$ cat src/fcr_pkg.sv
// constants and types shared by the checksum and injection registers
package fcr_pkg;
   // command codes of the three registers
   localparam logic [7:0]  CMD_CRC         = 8'hF0;
   localparam logic [7:0]  CMD_INJ         = 8'hF1;
   localparam logic [7:0]  CMD_IDENT       = 8'hFC;
   // injection register field positions
   localparam int          FAULT_HOLD_BIT  = 15;
   localparam int          OT_FAULT_BIT    = 14;
   localparam int          OC_FAULT_BIT    = 12;
   localparam int          LOCKOUT_BIT     = 11;
   localparam int          VIN_OV_BIT      = 10;
   localparam int          UV_FAULT_BIT    = 9;
   localparam int          OV_FAULT_BIT    = 8;
   localparam int          WARN_HOLD_BIT   = 7;
   localparam int          OC_WARN_BIT     = 4;
   localparam int          VIN_UV_WARN_BIT = 3;
   localparam int          UV_WARN_BIT     = 1;
   localparam int          OV_WARN_BIT     = 0;
   // groups: bits 14,12..8 / bits 4,3,1,0 / bits 11,8
   localparam logic [15:0] FAULT_MASK      = 16'h5F00;
   localparam logic [15:0] WARN_MASK       = 16'h001B;
   localparam logic [15:0] ALWAYS_MASK     = 16'h0900;
   // reset values
   localparam logic [15:0] INJ_RESET       = 16'h0000;
   localparam logic [15:0] CRC_RESET       = 16'h0000;
   // checksum generator
   localparam logic [15:0] CRC_POLY        = 16'h8005;
   localparam logic [15:0] CRC_INIT        = 16'h0000;
   // checksum sequencer states
   typedef enum logic [2:0] {
      ST_IDLE = 3'b001,
      ST_FEED = 3'b010,
      ST_WAIT = 3'b100
   } fcr_crc_state_t;
endpackage

$ cat src/fcr_crc_if.sv
// byte stream between checksum sequencer and crc engine
`timescale 1ns/10ps
interface fcr_crc_if;
   logic        start;
   logic        valid;
   logic        last;
   logic [7:0]  data;
   logic        done;
   logic [15:0] crc;
   // sequencer side
   modport feeder (output start, valid, last, data, input done, crc);
   // engine side
   modport engine (input start, valid, last, data, output done, crc);
endinterface

$ cat src/fcr_regs.sv
// settings checksum, fault injection and ident word command registers
`timescale 1ns/10ps
// Behaviour
// - checksum is CRC-16, polynomial 0x8005
// - checksum is read-only 16-bit field
// - checksum recomputed at boot, store, restore
// - injection register read and written as word
// - injection forces matching detector output
// - several injections act together
// - fault hold bit: clear after response, else keep
// - warning hold bit: clear after response, else keep
// - fault bits 14,12,11,10,9,8 inject faults
// - warning bits 4,3,1,0 inject warnings
// - bits 13,6,5,2 stored, trigger nothing
// - lockout and output overvoltage fault fire while disabled
// - other injections act only while converting
// - single injection register, never saved
// - ident command returns fixed word
// - ident write acknowledged, then discarded
// - ident write flags no status error
module fcr_regs #(
   parameter int unsigned NVM_BYTES  = 32,
   parameter logic [15:0] IDENT_WORD = 16'hA5A5 // arbitrary value
) (
   // clock and reset
   input  wire logic                   ref_clk_in,
   input  wire logic                   rst_n_in,
   // command port from the management link
   input  wire logic [7:0]             cmd_code_in,
   input  wire logic                   cmd_wr_in,
   input  wire logic                   cmd_rd_in,
   input  wire logic [15:0]            cmd_wdata_in,
   output logic      [15:0]            cmd_rdata_out,
   output logic                        cmd_ack_out,
   output logic                        cmd_err_out,
   // settings image and its store events
   input  wire logic [NVM_BYTES*8-1:0] nvm_image_in,
   input  wire logic                   nvm_store_done_in,
   input  wire logic                   nvm_restore_done_in,
   output logic                        crc_busy_out,
   // power stage state and protection responses
   input  wire logic                   conv_en_in,
   input  wire logic                   fault_resp_done_in,
   input  wire logic                   warn_resp_done_in,
   // forced detector outputs
   output logic                        inject_overtemp_fault_out,
   output logic                        inject_overcurrent_fault_out,
   output logic                        inject_input_lockout_out,
   output logic                        inject_input_overvoltage_fault_out,
   output logic                        inject_output_undervoltage_fault_out,
   output logic                        inject_output_overvoltage_fault_out,
   output logic                        inject_overcurrent_warning_out,
   output logic                        inject_input_undervoltage_warning_out,
   output logic                        inject_output_undervoltage_warning_out,
   output logic                        inject_output_overvoltage_warning_out
);
   localparam int unsigned IDX_W = (NVM_BYTES > 1) ? $clog2(NVM_BYTES) : 1;
   localparam logic [IDX_W-1:0] IDX_LAST = IDX_W'(NVM_BYTES - 1);
   localparam int CRC_LAT = NVM_BYTES + 3;

   fcr_crc_if crc_if ();

   fcr_pkg::fcr_crc_state_t state_r;
   logic [IDX_W-1:0] idx_r;
   logic             pend_r;
   logic [15:0]      crc_r;
   logic [15:0]      inj_r;
   logic [15:0]      inj_clr;
   logic [15:0]      gate_mask;
   logic [15:0]      force_r;
   logic [15:0]      rdata_r;
   logic             ack_r;
   logic             err_r;
   logic             crc_start;
   logic             inj_wr;
   logic             crc_wr;

   // command codes answered by this block
   function automatic logic is_mapped(input logic [7:0] code);
      return (code == fcr_pkg::CMD_CRC) || (code == fcr_pkg::CMD_INJ) ||
             (code == fcr_pkg::CMD_IDENT);
   endfunction

   // crc engine fed one settings byte per cycle
   fcr_crc16 u_crc (
      .ref_clk_in (ref_clk_in),
      .rst_n_in   (rst_n_in),
      .crc_if     (crc_if)
   );

   // checksum sequencer

   assign crc_start = (state_r == fcr_pkg::ST_IDLE) && pend_r;

   always_ff @(posedge ref_clk_in) begin
      if (!rst_n_in) begin
         pend_r <= 1'b1; // boot run follows reset release
      end else if (nvm_store_done_in || nvm_restore_done_in) begin
         pend_r <= 1'b1; // a new request wins over the start
      end else if (crc_start) begin
         pend_r <= 1'b0;
      end
   end

   // sequencer state: idle, feed bytes, wait result
   always_ff @(posedge ref_clk_in) begin
      if (!rst_n_in) begin
         state_r <= fcr_pkg::ST_IDLE;
      end else begin
         case (state_r)
            fcr_pkg::ST_IDLE: begin
               if (pend_r) begin
                  state_r <= fcr_pkg::ST_FEED;
               end
            end
            fcr_pkg::ST_FEED: begin
               if (idx_r == IDX_LAST) begin
                  state_r <= fcr_pkg::ST_WAIT;
               end
            end
            fcr_pkg::ST_WAIT: begin
               if (crc_if.done) begin
                  state_r <= fcr_pkg::ST_IDLE;
               end
            end
            default: begin
               state_r <= fcr_pkg::ST_IDLE;
            end
         endcase
      end
   end

   // byte index into the settings image
   always_ff @(posedge ref_clk_in) begin
      if (!rst_n_in) begin
         idx_r <= '0;
      end else if (state_r == fcr_pkg::ST_FEED) begin
         idx_r <= idx_r + IDX_W'(1);
      end else begin
         idx_r <= '0;
      end
   end

   assign crc_if.start = crc_start;
   assign crc_if.valid = (state_r == fcr_pkg::ST_FEED);
   assign crc_if.last  = (idx_r == IDX_LAST);
   assign crc_if.data  = nvm_image_in[idx_r*8 +: 8];

   // checksum held read-only, updated only by the engine
   always_ff @(posedge ref_clk_in) begin
      if (!rst_n_in) begin
         crc_r <= fcr_pkg::CRC_RESET;
      end else if (crc_if.done) begin
         crc_r <= crc_if.crc;
      end
   end

   assign crc_busy_out = pend_r || (state_r != fcr_pkg::ST_IDLE);

   // fault injection register, volatile, a single copy

   assign inj_wr = cmd_wr_in && (cmd_code_in == fcr_pkg::CMD_INJ);

   // fault group withdrawn after one response
   // warning group withdrawn after one response
   always_comb begin
      inj_clr = 16'h0000;
      if (fault_resp_done_in && !inj_r[fcr_pkg::FAULT_HOLD_BIT]) begin
         inj_clr = inj_clr | fcr_pkg::FAULT_MASK;
      end
      if (warn_resp_done_in && !inj_r[fcr_pkg::WARN_HOLD_BIT]) begin
         inj_clr = inj_clr | fcr_pkg::WARN_MASK;
      end
   end

   // reset to zero, no path to stored settings
   // auto-clear visible in readback; write wins
   always_ff @(posedge ref_clk_in) begin
      if (!rst_n_in) begin
         inj_r <= fcr_pkg::INJ_RESET;
      end else if (inj_wr) begin
         inj_r <= cmd_wdata_in;
      end else begin
         inj_r <= inj_r & ~inj_clr;
      end
   end

   // lockout and output overvoltage fault always pass
   assign gate_mask = conv_en_in ?
                      (fcr_pkg::FAULT_MASK | fcr_pkg::WARN_MASK) :
                      fcr_pkg::ALWAYS_MASK;

   // reserved and hold bits masked from the force
   always_ff @(posedge ref_clk_in) begin
      if (!rst_n_in) begin
         force_r <= 16'h0000;
      end else begin
         force_r <= inj_r & gate_mask;
      end
   end

   // forced bits drive the detector outputs
   assign inject_overtemp_fault_out   = force_r[fcr_pkg::OT_FAULT_BIT];
   assign inject_overcurrent_fault_out = force_r[fcr_pkg::OC_FAULT_BIT];
   assign inject_input_lockout_out    = force_r[fcr_pkg::LOCKOUT_BIT];
   assign inject_input_overvoltage_fault_out =
      force_r[fcr_pkg::VIN_OV_BIT];
   assign inject_output_undervoltage_fault_out =
      force_r[fcr_pkg::UV_FAULT_BIT];
   assign inject_output_overvoltage_fault_out =
      force_r[fcr_pkg::OV_FAULT_BIT];
   assign inject_overcurrent_warning_out = force_r[fcr_pkg::OC_WARN_BIT];
   assign inject_input_undervoltage_warning_out =
      force_r[fcr_pkg::VIN_UV_WARN_BIT];
   assign inject_output_undervoltage_warning_out =
      force_r[fcr_pkg::UV_WARN_BIT];
   assign inject_output_overvoltage_warning_out =
      force_r[fcr_pkg::OV_WARN_BIT];

   // command answers

   assign crc_wr = cmd_wr_in && (cmd_code_in == fcr_pkg::CMD_CRC);

   always_ff @(posedge ref_clk_in) begin
      if (!rst_n_in) begin
         rdata_r <= 16'h0000;
      end else if (cmd_rd_in) begin
         case (cmd_code_in)
            fcr_pkg::CMD_CRC:   rdata_r <= crc_r;
            fcr_pkg::CMD_INJ:   rdata_r <= inj_r;
            fcr_pkg::CMD_IDENT: rdata_r <= IDENT_WORD;
            default:            rdata_r <= 16'h0000;
         endcase
      end
   end

   always_ff @(posedge ref_clk_in) begin
      if (!rst_n_in) begin
         ack_r <= 1'b0;
      end else begin
         ack_r <= (cmd_rd_in || cmd_wr_in) && is_mapped(cmd_code_in) &&
                  !crc_wr;
      end
   end

   // only a checksum write is an error
   always_ff @(posedge ref_clk_in) begin
      if (!rst_n_in) begin
         err_r <= 1'b0;
      end else begin
         err_r <= crc_wr;
      end
   end

   assign cmd_rdata_out = rdata_r;
   assign cmd_ack_out   = ack_r;
   assign cmd_err_out   = err_r;
endmodule

$ cat src/fcr_crc16.sv
// byte-wide crc-16 engine, msb first, no reflection
`timescale 1ns/10ps
module fcr_crc16 (
   // clock and reset
   input  wire logic ref_clk_in,
   input  wire logic rst_n_in,
   // byte stream
   fcr_crc_if.engine crc_if
);
   logic [15:0] acc_r;
   logic        done_r;

   // one byte through the generator, bit by bit
   function automatic logic [15:0] crc_step(input logic [15:0] c,
                                            input logic [7:0]  d);
      logic [15:0] r;
      r = c ^ {d, 8'h00};
      for (int i = 0; i < 8; i++) begin
         if (r[15]) begin
            r = (r << 1) ^ fcr_pkg::CRC_POLY;
         end else begin
            r = r << 1;
         end
      end
      return r;
   endfunction

   // accumulator: start seeds, each valid byte folds in
   always_ff @(posedge ref_clk_in) begin
      if (!rst_n_in) begin
         acc_r <= fcr_pkg::CRC_INIT;
      end else if (crc_if.start) begin
         acc_r <= fcr_pkg::CRC_INIT;
      end else if (crc_if.valid) begin
         acc_r <= crc_step(acc_r, crc_if.data);
      end
   end

   // done pulses with the result of the last byte
   always_ff @(posedge ref_clk_in) begin
      if (!rst_n_in) begin
         done_r <= 1'b0;
      end else begin
         done_r <= crc_if.valid && crc_if.last && !crc_if.start;
      end
   end

   assign crc_if.crc  = acc_r;
   assign crc_if.done = done_r;
endmodule

$ cat config.mk
export PLATFORM = sky130hd
export DESIGN_NAME = fcr_regs
export DESIGN_NICKNAME = d
export VERILOG_FILES = /design/src/fcr_pkg.sv /design/src/fcr_crc_if.sv /design/src/fcr_regs.sv /design/src/fcr_crc16.sv
export SDC_FILE = /design/constraint.sdc
export NUM_CORES = 1
export LEC_CHECK = 0
export BUFFER_PORTS_ARGS = -buffer_cell sky130_fd_sc_hd__buf_4
export CAP_MARGIN = 10
export CORE_AREA = 2 2 125 127
export CTS_BUF_LIST = sky130_fd_sc_hd__clkbuf_8
export CTS_CLUSTER_DIAMETER = 80
export DETAILED_ROUTE_END_ITERATION = 8
export DIE_AREA = 0 0 127 129
export GPL_ROUTABILITY_DRIVEN = 0
export MAX_ROUTING_LAYER = met4
export PLACE_DENSITY = 0.78
export SLEW_MARGIN = 5
export SYNTH_ARGS = -nofsm -noshare
export SYNTH_HDL_FRONTEND = slang
export SYNTH_SLANG_ARGS = --single-unit
$ cat constraint.sdc
create_clock -name ref_clk_in -period 3.6 [get_ports ref_clk_in]
set_clock_uncertainty 0.1 [all_clocks]
set_input_delay 0.72 -clock ref_clk_in [delete_from_list [all_inputs] [get_ports ref_clk_in]]
set_output_delay 0.72 -clock ref_clk_in [all_outputs]
set_load 0.05 [all_outputs]
# == Word level (Yosys, flattened, before mapping) ==
# Cells that the tools add are included.
# word_totals
regBits,91
output_inout_bits,29
ramBits,0
rom_bits,0
word_cells,97
latchBits,0
input_bits,289
n_memories,0
# op_classes
div,0
order_cmp,0
eq_ne,11
n_reduce_logical,22
n_mux,38
n_addsub,1
bitwise,13
n_mul,0
n_shift,1
# op_table
op,n
16-bit two-way mux,30
256-bit by 9-bit indexed part select with 8-bit output,1
16-bit one-hot mux with 3 select lines,1
15-bit two-way mux,2
8-bit equality test (second input constant),3
3-bit NOT,8
16-bit bitwise AND,1
15-bit NOT with 16-bit output,1
16-bit XOR,1
15-bit bitwise AND,1
1-bit logical AND,9
3-bit two-way mux,3
3-bit one-hot mux with 3 select lines,1
5-bit by 1-bit adder with 5-bit output (second input constant),1
5-bit equality test (second input constant),1
1-bit logical OR,5
5-bit two-way mux,1
1-bit zero test,4
2-bit != test (second input constant),2
2-bit OR reduction,2
3-bit by 1-bit equality test with 1-bit output (second input constant),1
3-bit by 2-bit equality test with 1-bit output (second input constant),1
3-bit equality test (second input constant),1
3-bit by 1-bit != test with 1-bit output (second input constant),1
other kinds (4),4

# == Longest topological paths before layout ==
# depth
depth_word,39
depth_mapped,14
ltp_nobuf,10

# == By module ==
# A second synthesis with hierarchy kept.
# hier_totals
hier_cells,549
area_unflattened_um2,5801.8
# by_module_without_submodules
module,instances,seq_area_each_um2,area_each_um2,cells_per_inst
fcr_regs,1,1381.3,4971.0,465
fcr_crc16,1,340.3,830.8,84

# == Worst setup path before layout ==
# OpenSTA, ideal clock, no wires.
# synth_path
path_kind,input to register
startpoint,input port nvm_image_in[58]
endpoint,"register u_crc.acc_r[15], in the netlist u_crc.crc_if.crc[15]"
stages,10
path_slack_ns,0.527
required_ns,3.380
path_buffers,0
setup_ns,0.120
t_arrival_ns,2.853
cell_sequence,mux4_2 > a2bb2oi_1 > a221oi_1 > a21oi_1 > xnor2_1 > xnor3_1 > xnor2_1 > xnor2_1 > nor4_1 > a211o_1
# synth_between
elab_chain_cells,32
# synth_lines
element,line_no,source
from (decl),fcr_regs.sv:37,"input wire logic [NVM_BYTES*8-1:0] nvm_image_in,"
256-bit by 9-bit indexed part select with 8-bit output (*),fcr_regs.sv:147,assign crc_if.data = nvm_image_in[idx_r*8 +: 8];
16-bit XOR (*),fcr_crc16.sv:17,"r = c ^ {d, 8'h00};"
16-bit two-way mux (*),fcr_crc16.sv:19,if (r[15]) begin
16-bit two-way mux (*),fcr_crc16.sv:34,end else if (crc_if.valid) begin
16-bit two-way mux (*),fcr_crc16.sv:32,end else if (crc_if.start) begin
16-bit two-way mux (*),fcr_crc16.sv:30,if (!rst_n_in) begin
16-bit two-way mux (*),fcr_crc16.sv:19,
16-bit two-way mux (*),fcr_crc16.sv:34,
[16 not listed],--,
16-bit two-way mux (*),fcr_crc16.sv:34,
16-bit two-way mux (*),fcr_crc16.sv:32,
16-bit two-way mux (*),fcr_crc16.sv:30,
16-bit two-way mux (*),fcr_crc16.sv:19,
16-bit two-way mux (*),fcr_crc16.sv:34,
16-bit two-way mux (*),fcr_crc16.sv:32,
16-bit two-way mux (*),fcr_crc16.sv:30,
16-bit two-way mux (*),fcr_crc16.sv:19,
to (signal assigned),fcr_crc16.sv:31,acc_r <= fcr_pkg::CRC_INIT;
to (signal assigned),fcr_crc16.sv:33,acc_r <= fcr_pkg::CRC_INIT;
to (signal assigned),fcr_crc16.sv:35,"acc_r <= crc_step(acc_r, crc_if.data);"
to (decl),fcr_crc16.sv:10,logic [15:0] acc_r;
# Every way passes the cells marked *; elsewhere a longest branch is shown, timed or not. The select of a mux whose other input is x is not followed.
# A chain may end at the register's enable or synchronous reset.

# == Final worst setup path ==
# layout_path
startpoint,register idx_r[1]
endpoint,"register u_crc.acc_r[15], in the netlist u_crc.crc_if.crc[15]"
# layout_between
elab_chain_cells,32
elab_cells_between_ends,38
cone_classes,shift (1); mux (29); bitwise (8)
# layout_lines
element,line_no,source
from (decl),fcr_regs.sv:64,logic [IDX_W-1:0] idx_r;
from (signal assigned),fcr_regs.sv:138,idx_r <= idx_r + IDX_W'(1);
256-bit by 9-bit indexed part select with 8-bit output (*),fcr_regs.sv:147,
16-bit XOR (*),fcr_crc16.sv:17,
16-bit two-way mux (*),fcr_crc16.sv:19,
16-bit two-way mux (*),fcr_crc16.sv:34,
16-bit two-way mux (*),fcr_crc16.sv:32,
16-bit two-way mux (*),fcr_crc16.sv:30,
16-bit two-way mux (*),fcr_crc16.sv:19,
16-bit two-way mux (*),fcr_crc16.sv:34,
[16 not listed],--,
16-bit two-way mux (*),fcr_crc16.sv:32,
16-bit two-way mux (*),fcr_crc16.sv:30,
3-bit NOT (no source line) / 16-bit two-way mux (equally long branches),--,
16-bit two-way mux (*),fcr_crc16.sv:19,
16-bit two-way mux (*),fcr_crc16.sv:34,
16-bit two-way mux (*),fcr_crc16.sv:32,
16-bit two-way mux (*),fcr_crc16.sv:30,
16-bit two-way mux (*),fcr_crc16.sv:19,
# Marks and branches as above.

==> reports/summary.log <==
INFO  synth          yosysSeqAreaShare=29.6%
INFO  timing         layout_min_cycle_time=3300ps
INFO  setup_path     cp_data_arrival_time=3450ps
INFO  synth          avgSynthCellArea=9.69µm²
INFO  clock_network  cts_tree=built
INFO  timing         post-route-period-util=91.6%
INFO  grt            groute.usage.overall=24.4%
INFO  grt            globalRoute.totalOverflow=0
INFO  floorplanning  die-height=129µm
INFO  timing         finalMaxSlewViolations=0
INFO  setup_path     crit-reg2reg-capture=u_crc.crc_if.crc[15]
INFO  detailed_routing drt-total-wl=20.2mm
INFO  clock_network  cts.repair.resized=0
INFO  layout         multiInputGateArea=3810µm²
INFO  timing         hold_violations=0
INFO  detailed_routing drt-pass1-iter-count=4
INFO  setup_path     worst-endpoint-required=3750ps
INFO  synth          synth.net_count=891
INFO  layout         layout-drive-gt1-share=45.5%
INFO  grt            grt_antenna_before_repair=0
INFO  layout         layout.cell_area.non_filler=8510µm²
INFO  detailed_routing post_drt_via_cell_ratio=5.31
INFO  setup_path     worstSetupEndpointType=register
INFO  min_path       holdCritPathClass=reg2reg
INFO  floorplanning  floorplan.core_area=15000µm²
INFO  detailed_routing detail-route-antenna-nets=0
INFO  timing         worst-slew-pin-transition=970ps
INFO  clock_network  max-clock-path-buffers=2
INFO  detailed_routing post_drt_wl_per_cell=18.5µm
INFO  setup_path     reg2regPathDepth=10
INFO  synth          ys_seq_elements=86
INFO  grt            wire_length_of_the_first_global_routing_pass=30.0mm
INFO  layout         regArea=1730µm²
INFO  floorplanning  chipWidth=127µm
INFO  place          placement.io_buffers=317
INFO  clock_network  clkLatencyLatePin=360ps
INFO  clock_network  cts-htree-levels=3
INFO  min_path       hold_end=inj_r[6]
INFO  detailed_routing drc=0
INFO  setup_path     r2r-start=idx_r[1]
INFO  synth          count_of_mapped_cells_out_of_synthesis=600
INFO  detailed_routing detailroute.via_count=5791
INFO  clock_network  num_cts_buffers=9
INFO  power          power.total=2.21mW
INFO  floorplanning  placement_rows=45
INFO  place          detailed_place_hpwl=16.6mm
INFO  clock_network  cts_num_sinks=86
INFO  synth          synthDistinctLibCells=50
INFO  clock_network  post_cts_hold_buffer_count=0
INFO  layout         diodes=0
INFO  synth          synth-warning-count=0
INFO  floorplanning  area_of_the_die=16400µm²
INFO  synth          netlist_area_before_placement=5820µm²
INFO  setup_path     worstSetupPathType=reg2reg
INFO  timing         timing.slew.headroom=35.2%
INFO  min_path       hold_critical_path_depth=2
INFO  floorplanning  floorplan.io_pins=318
INFO  timing         grt_setup_unrepaired=false
INFO  power          p_leak=3.50nW
INFO  run            drv_cap=0
INFO  grt            grt_max_degree=69
INFO  floorplanning  initial_core_util=38.8%
INFO  timing         fin_tns_setup=0ps
INFO  power          ir_worst_vdd=0.000233V
INFO  timing         setup_viol=0
INFO  layout         layout-area-overhead-vs-synth=46.3%
INFO  setup_path     r2r_slack=300ps
INFO  status         result_of_the_run=complete, no violations
INFO  setup_path     worst_setup_path_start_kind=register
INFO  clock_network  clock_tree.root_cell=sky130_fd_sc_hd__clkbuf_8
INFO  clock_network  path_clk_slew=80ps
INFO  min_path       holdCritStartpoint=inj_r[6]
INFO  layout         number_of_filler_instances_in_the_final_layout=1342
INFO  clock_network  post_cts_buffers=0
INFO  place          place_area=8320µm²
INFO  detailed_routing initialDrtViolationCount=394
INFO  grt            number_of_global_route_vias_before_repair=5628
INFO  setup_path     critical_path.max_fanout=21
INFO  timing         fmaxAchievable=303MHz
INFO  power          power_density=259nW/µm²
INFO  layout         num-nets-final=1190
stage by stage:
step	utilization [%]	setup WS (ps)	cells	hold slack (ps)
2_1_floorplan	-	527	600	340
3_3_place_gp	55.6	252	1076	348
3_5_place_dp	55.6	186	1076	359
4_1_cts	56.8	268	1091	371
5_1_grt	56.8	4.99	1091	399
6_report	56.8	301	1091	366
state kept, by name, summed over array words and instances, names as in the netlist:
signal,flops
pend_r,1
idx_r,5
u_crc.crc_if.crc,16
crc_r,16
force_r,10
cmd_rdata_out,16
u_crc.crc_if.done,1
cmd_ack_out,1
state_r,3
cmd_err_out,1
inj_r,16
metal layers:
metal,track usage (%),up-vias,wire length (µm)
met4,6.79,0,354
li1,-,2811,-
met3,3.83,24,1230
met2,41.6,231,10300
met5,-,-,0
met1,30.2,2725,8360
cell families after synthesis:
family / count (synthesis) / synth area share, %
XOR/XNOR: 24 / 4.11
adder cells (fa/ha/maj): 2 / 0.430
multiplexers: 126 / 30.9
AO/OA/AOI/OAI: 121 / 13.8
AND/OR/NAND/NOR: 191 / 16.2
flip-flops: 86 / 29.6
buffers and inverters: 50 / 4.95
how the worst max path moves through the flow:
| stage | start | end | slack (ps) | cells past startpoint |
|---|---|---|---|---|
| after floorplan | nvm_image_in[58] | u_crc.crc_if.crc[15] | 530 | 10 |
| after global placement | nvm_image_in[58] | u_crc.crc_if.crc[15] | 250 | 11 |
| after detailed placement | nvm_image_in[58] | u_crc.crc_if.crc[15] | 190 | 11 |
| after CTS | idx_r[1] | u_crc.crc_if.crc[15] | 270 | 10 |
| after global routing | idx_r[0] | u_crc.crc_if.crc[15] | 5 | 11 |
| final | idx_r[1] | u_crc.crc_if.crc[15] | 300 | 10 |
placed cells by master, fill, tap and decap left out, types with 3 or more instances in the layout:
cell type                     n
sky130_fd_sc_hd__a211oi_1     9
sky130_fd_sc_hd__a21oi_1     31
sky130_fd_sc_hd__dfxtp_1     84
sky130_fd_sc_hd__nor3_1       5
sky130_fd_sc_hd__a2bb2oi_1    4
sky130_fd_sc_hd__mux2_2      18
sky130_fd_sc_hd__o21ai_0     14
sky130_fd_sc_hd__a21boi_0    24
sky130_fd_sc_hd__mux4_2      36
sky130_fd_sc_hd__nor2b_1     23
sky130_fd_sc_hd__nand2b_1    15
sky130_fd_sc_hd__a22oi_1     24
sky130_fd_sc_hd__and3_1      14
sky130_fd_sc_hd__inv_1        5
sky130_fd_sc_hd__clkbuf_8     9
sky130_fd_sc_hd__and2_1       5
sky130_fd_sc_hd__buf_4      333
sky130_fd_sc_hd__nand3_1     29
sky130_fd_sc_hd__mux2i_1     68
sky130_fd_sc_hd__nand2_1     57
sky130_fd_sc_hd__xor2_1       7
sky130_fd_sc_hd__nor2_1      33
sky130_fd_sc_hd__mux4_1       4
sky130_fd_sc_hd__o211ai_1     3
sky130_fd_sc_hd__xnor2_1     14
power by group:
part,internal (mW),switching [mW],total (mW)
clock,0.311,0.334,0.645
sequential,0.964,0.0218,0.986
combinational,0.353,0.222,0.575
total,1.63,0.578,2.21
final cells by class:
type / instances / share of cell area [%]
Sequential cell: 86 / 20.3
Multi-Input combinational cell: 464 / 44.8
Timing Repair Buffer: 335 / 29.9
Inverter: 3 / 0.132
Clock buffer: 9 / 1.46
Clock inverter: 6 / 0.662
Tap cell: 188 / 2.76
synth_stat cells, drive strengths merged:
cell type,count,share of area [%]
a31oi,2,0.22
xnor3,1,0.39
a21boi,24,3.1
xnor2,14,2.1
nor3b,1,0.13
a22oi,24,3.1
a2111oi,1,0.15
o211ai,3,0.39
buf,22,3.1
nor3,5,0.43
o21ai,15,1.3
a2bb2oi,4,0.60
and3,14,1.5
nand4,1,0.11
ha,2,0.43
nand3,29,2.5
inv,3,0.19
o2111ai,1,0.15
a22o,1,0.15
o22ai,2,0.22
mux2i,68,12
nand2b,15,1.6
mux4,40,16
a211o,1,0.15
a211oi,9,1.2
nand2,57,3.7
o31a,1,0.15
and2,5,0.54
nor2b,25,2.7
clkbuf,25,1.6
or3,1,0.11
a221oi,1,0.15
a21oi,32,2.8
xor2,9,1.6
nor4,2,0.32
nand3b,2,0.26
nor2,34,2.3
dfxtp,86,30
mux2,18,3.5
worst max-delay path: stages (launching register included):
cell and delay (ps):
sky130_fd_sc_hd__dfxtp_4 590, sky130_fd_sc_hd__buf_4 340, sky130_fd_sc_hd__mux4_2 540, sky130_fd_sc_hd__o2111ai_1 190
sky130_fd_sc_hd__nand4_1 150, sky130_fd_sc_hd__xor2_1 190, sky130_fd_sc_hd__xnor2_1 380, sky130_fd_sc_hd__xnor2_1 130
sky130_fd_sc_hd__xnor2_1 240, sky130_fd_sc_hd__nor4_1 80, sky130_fd_sc_hd__a211o_1 240
Note: power is estimated with default switching activity, not from simulation.
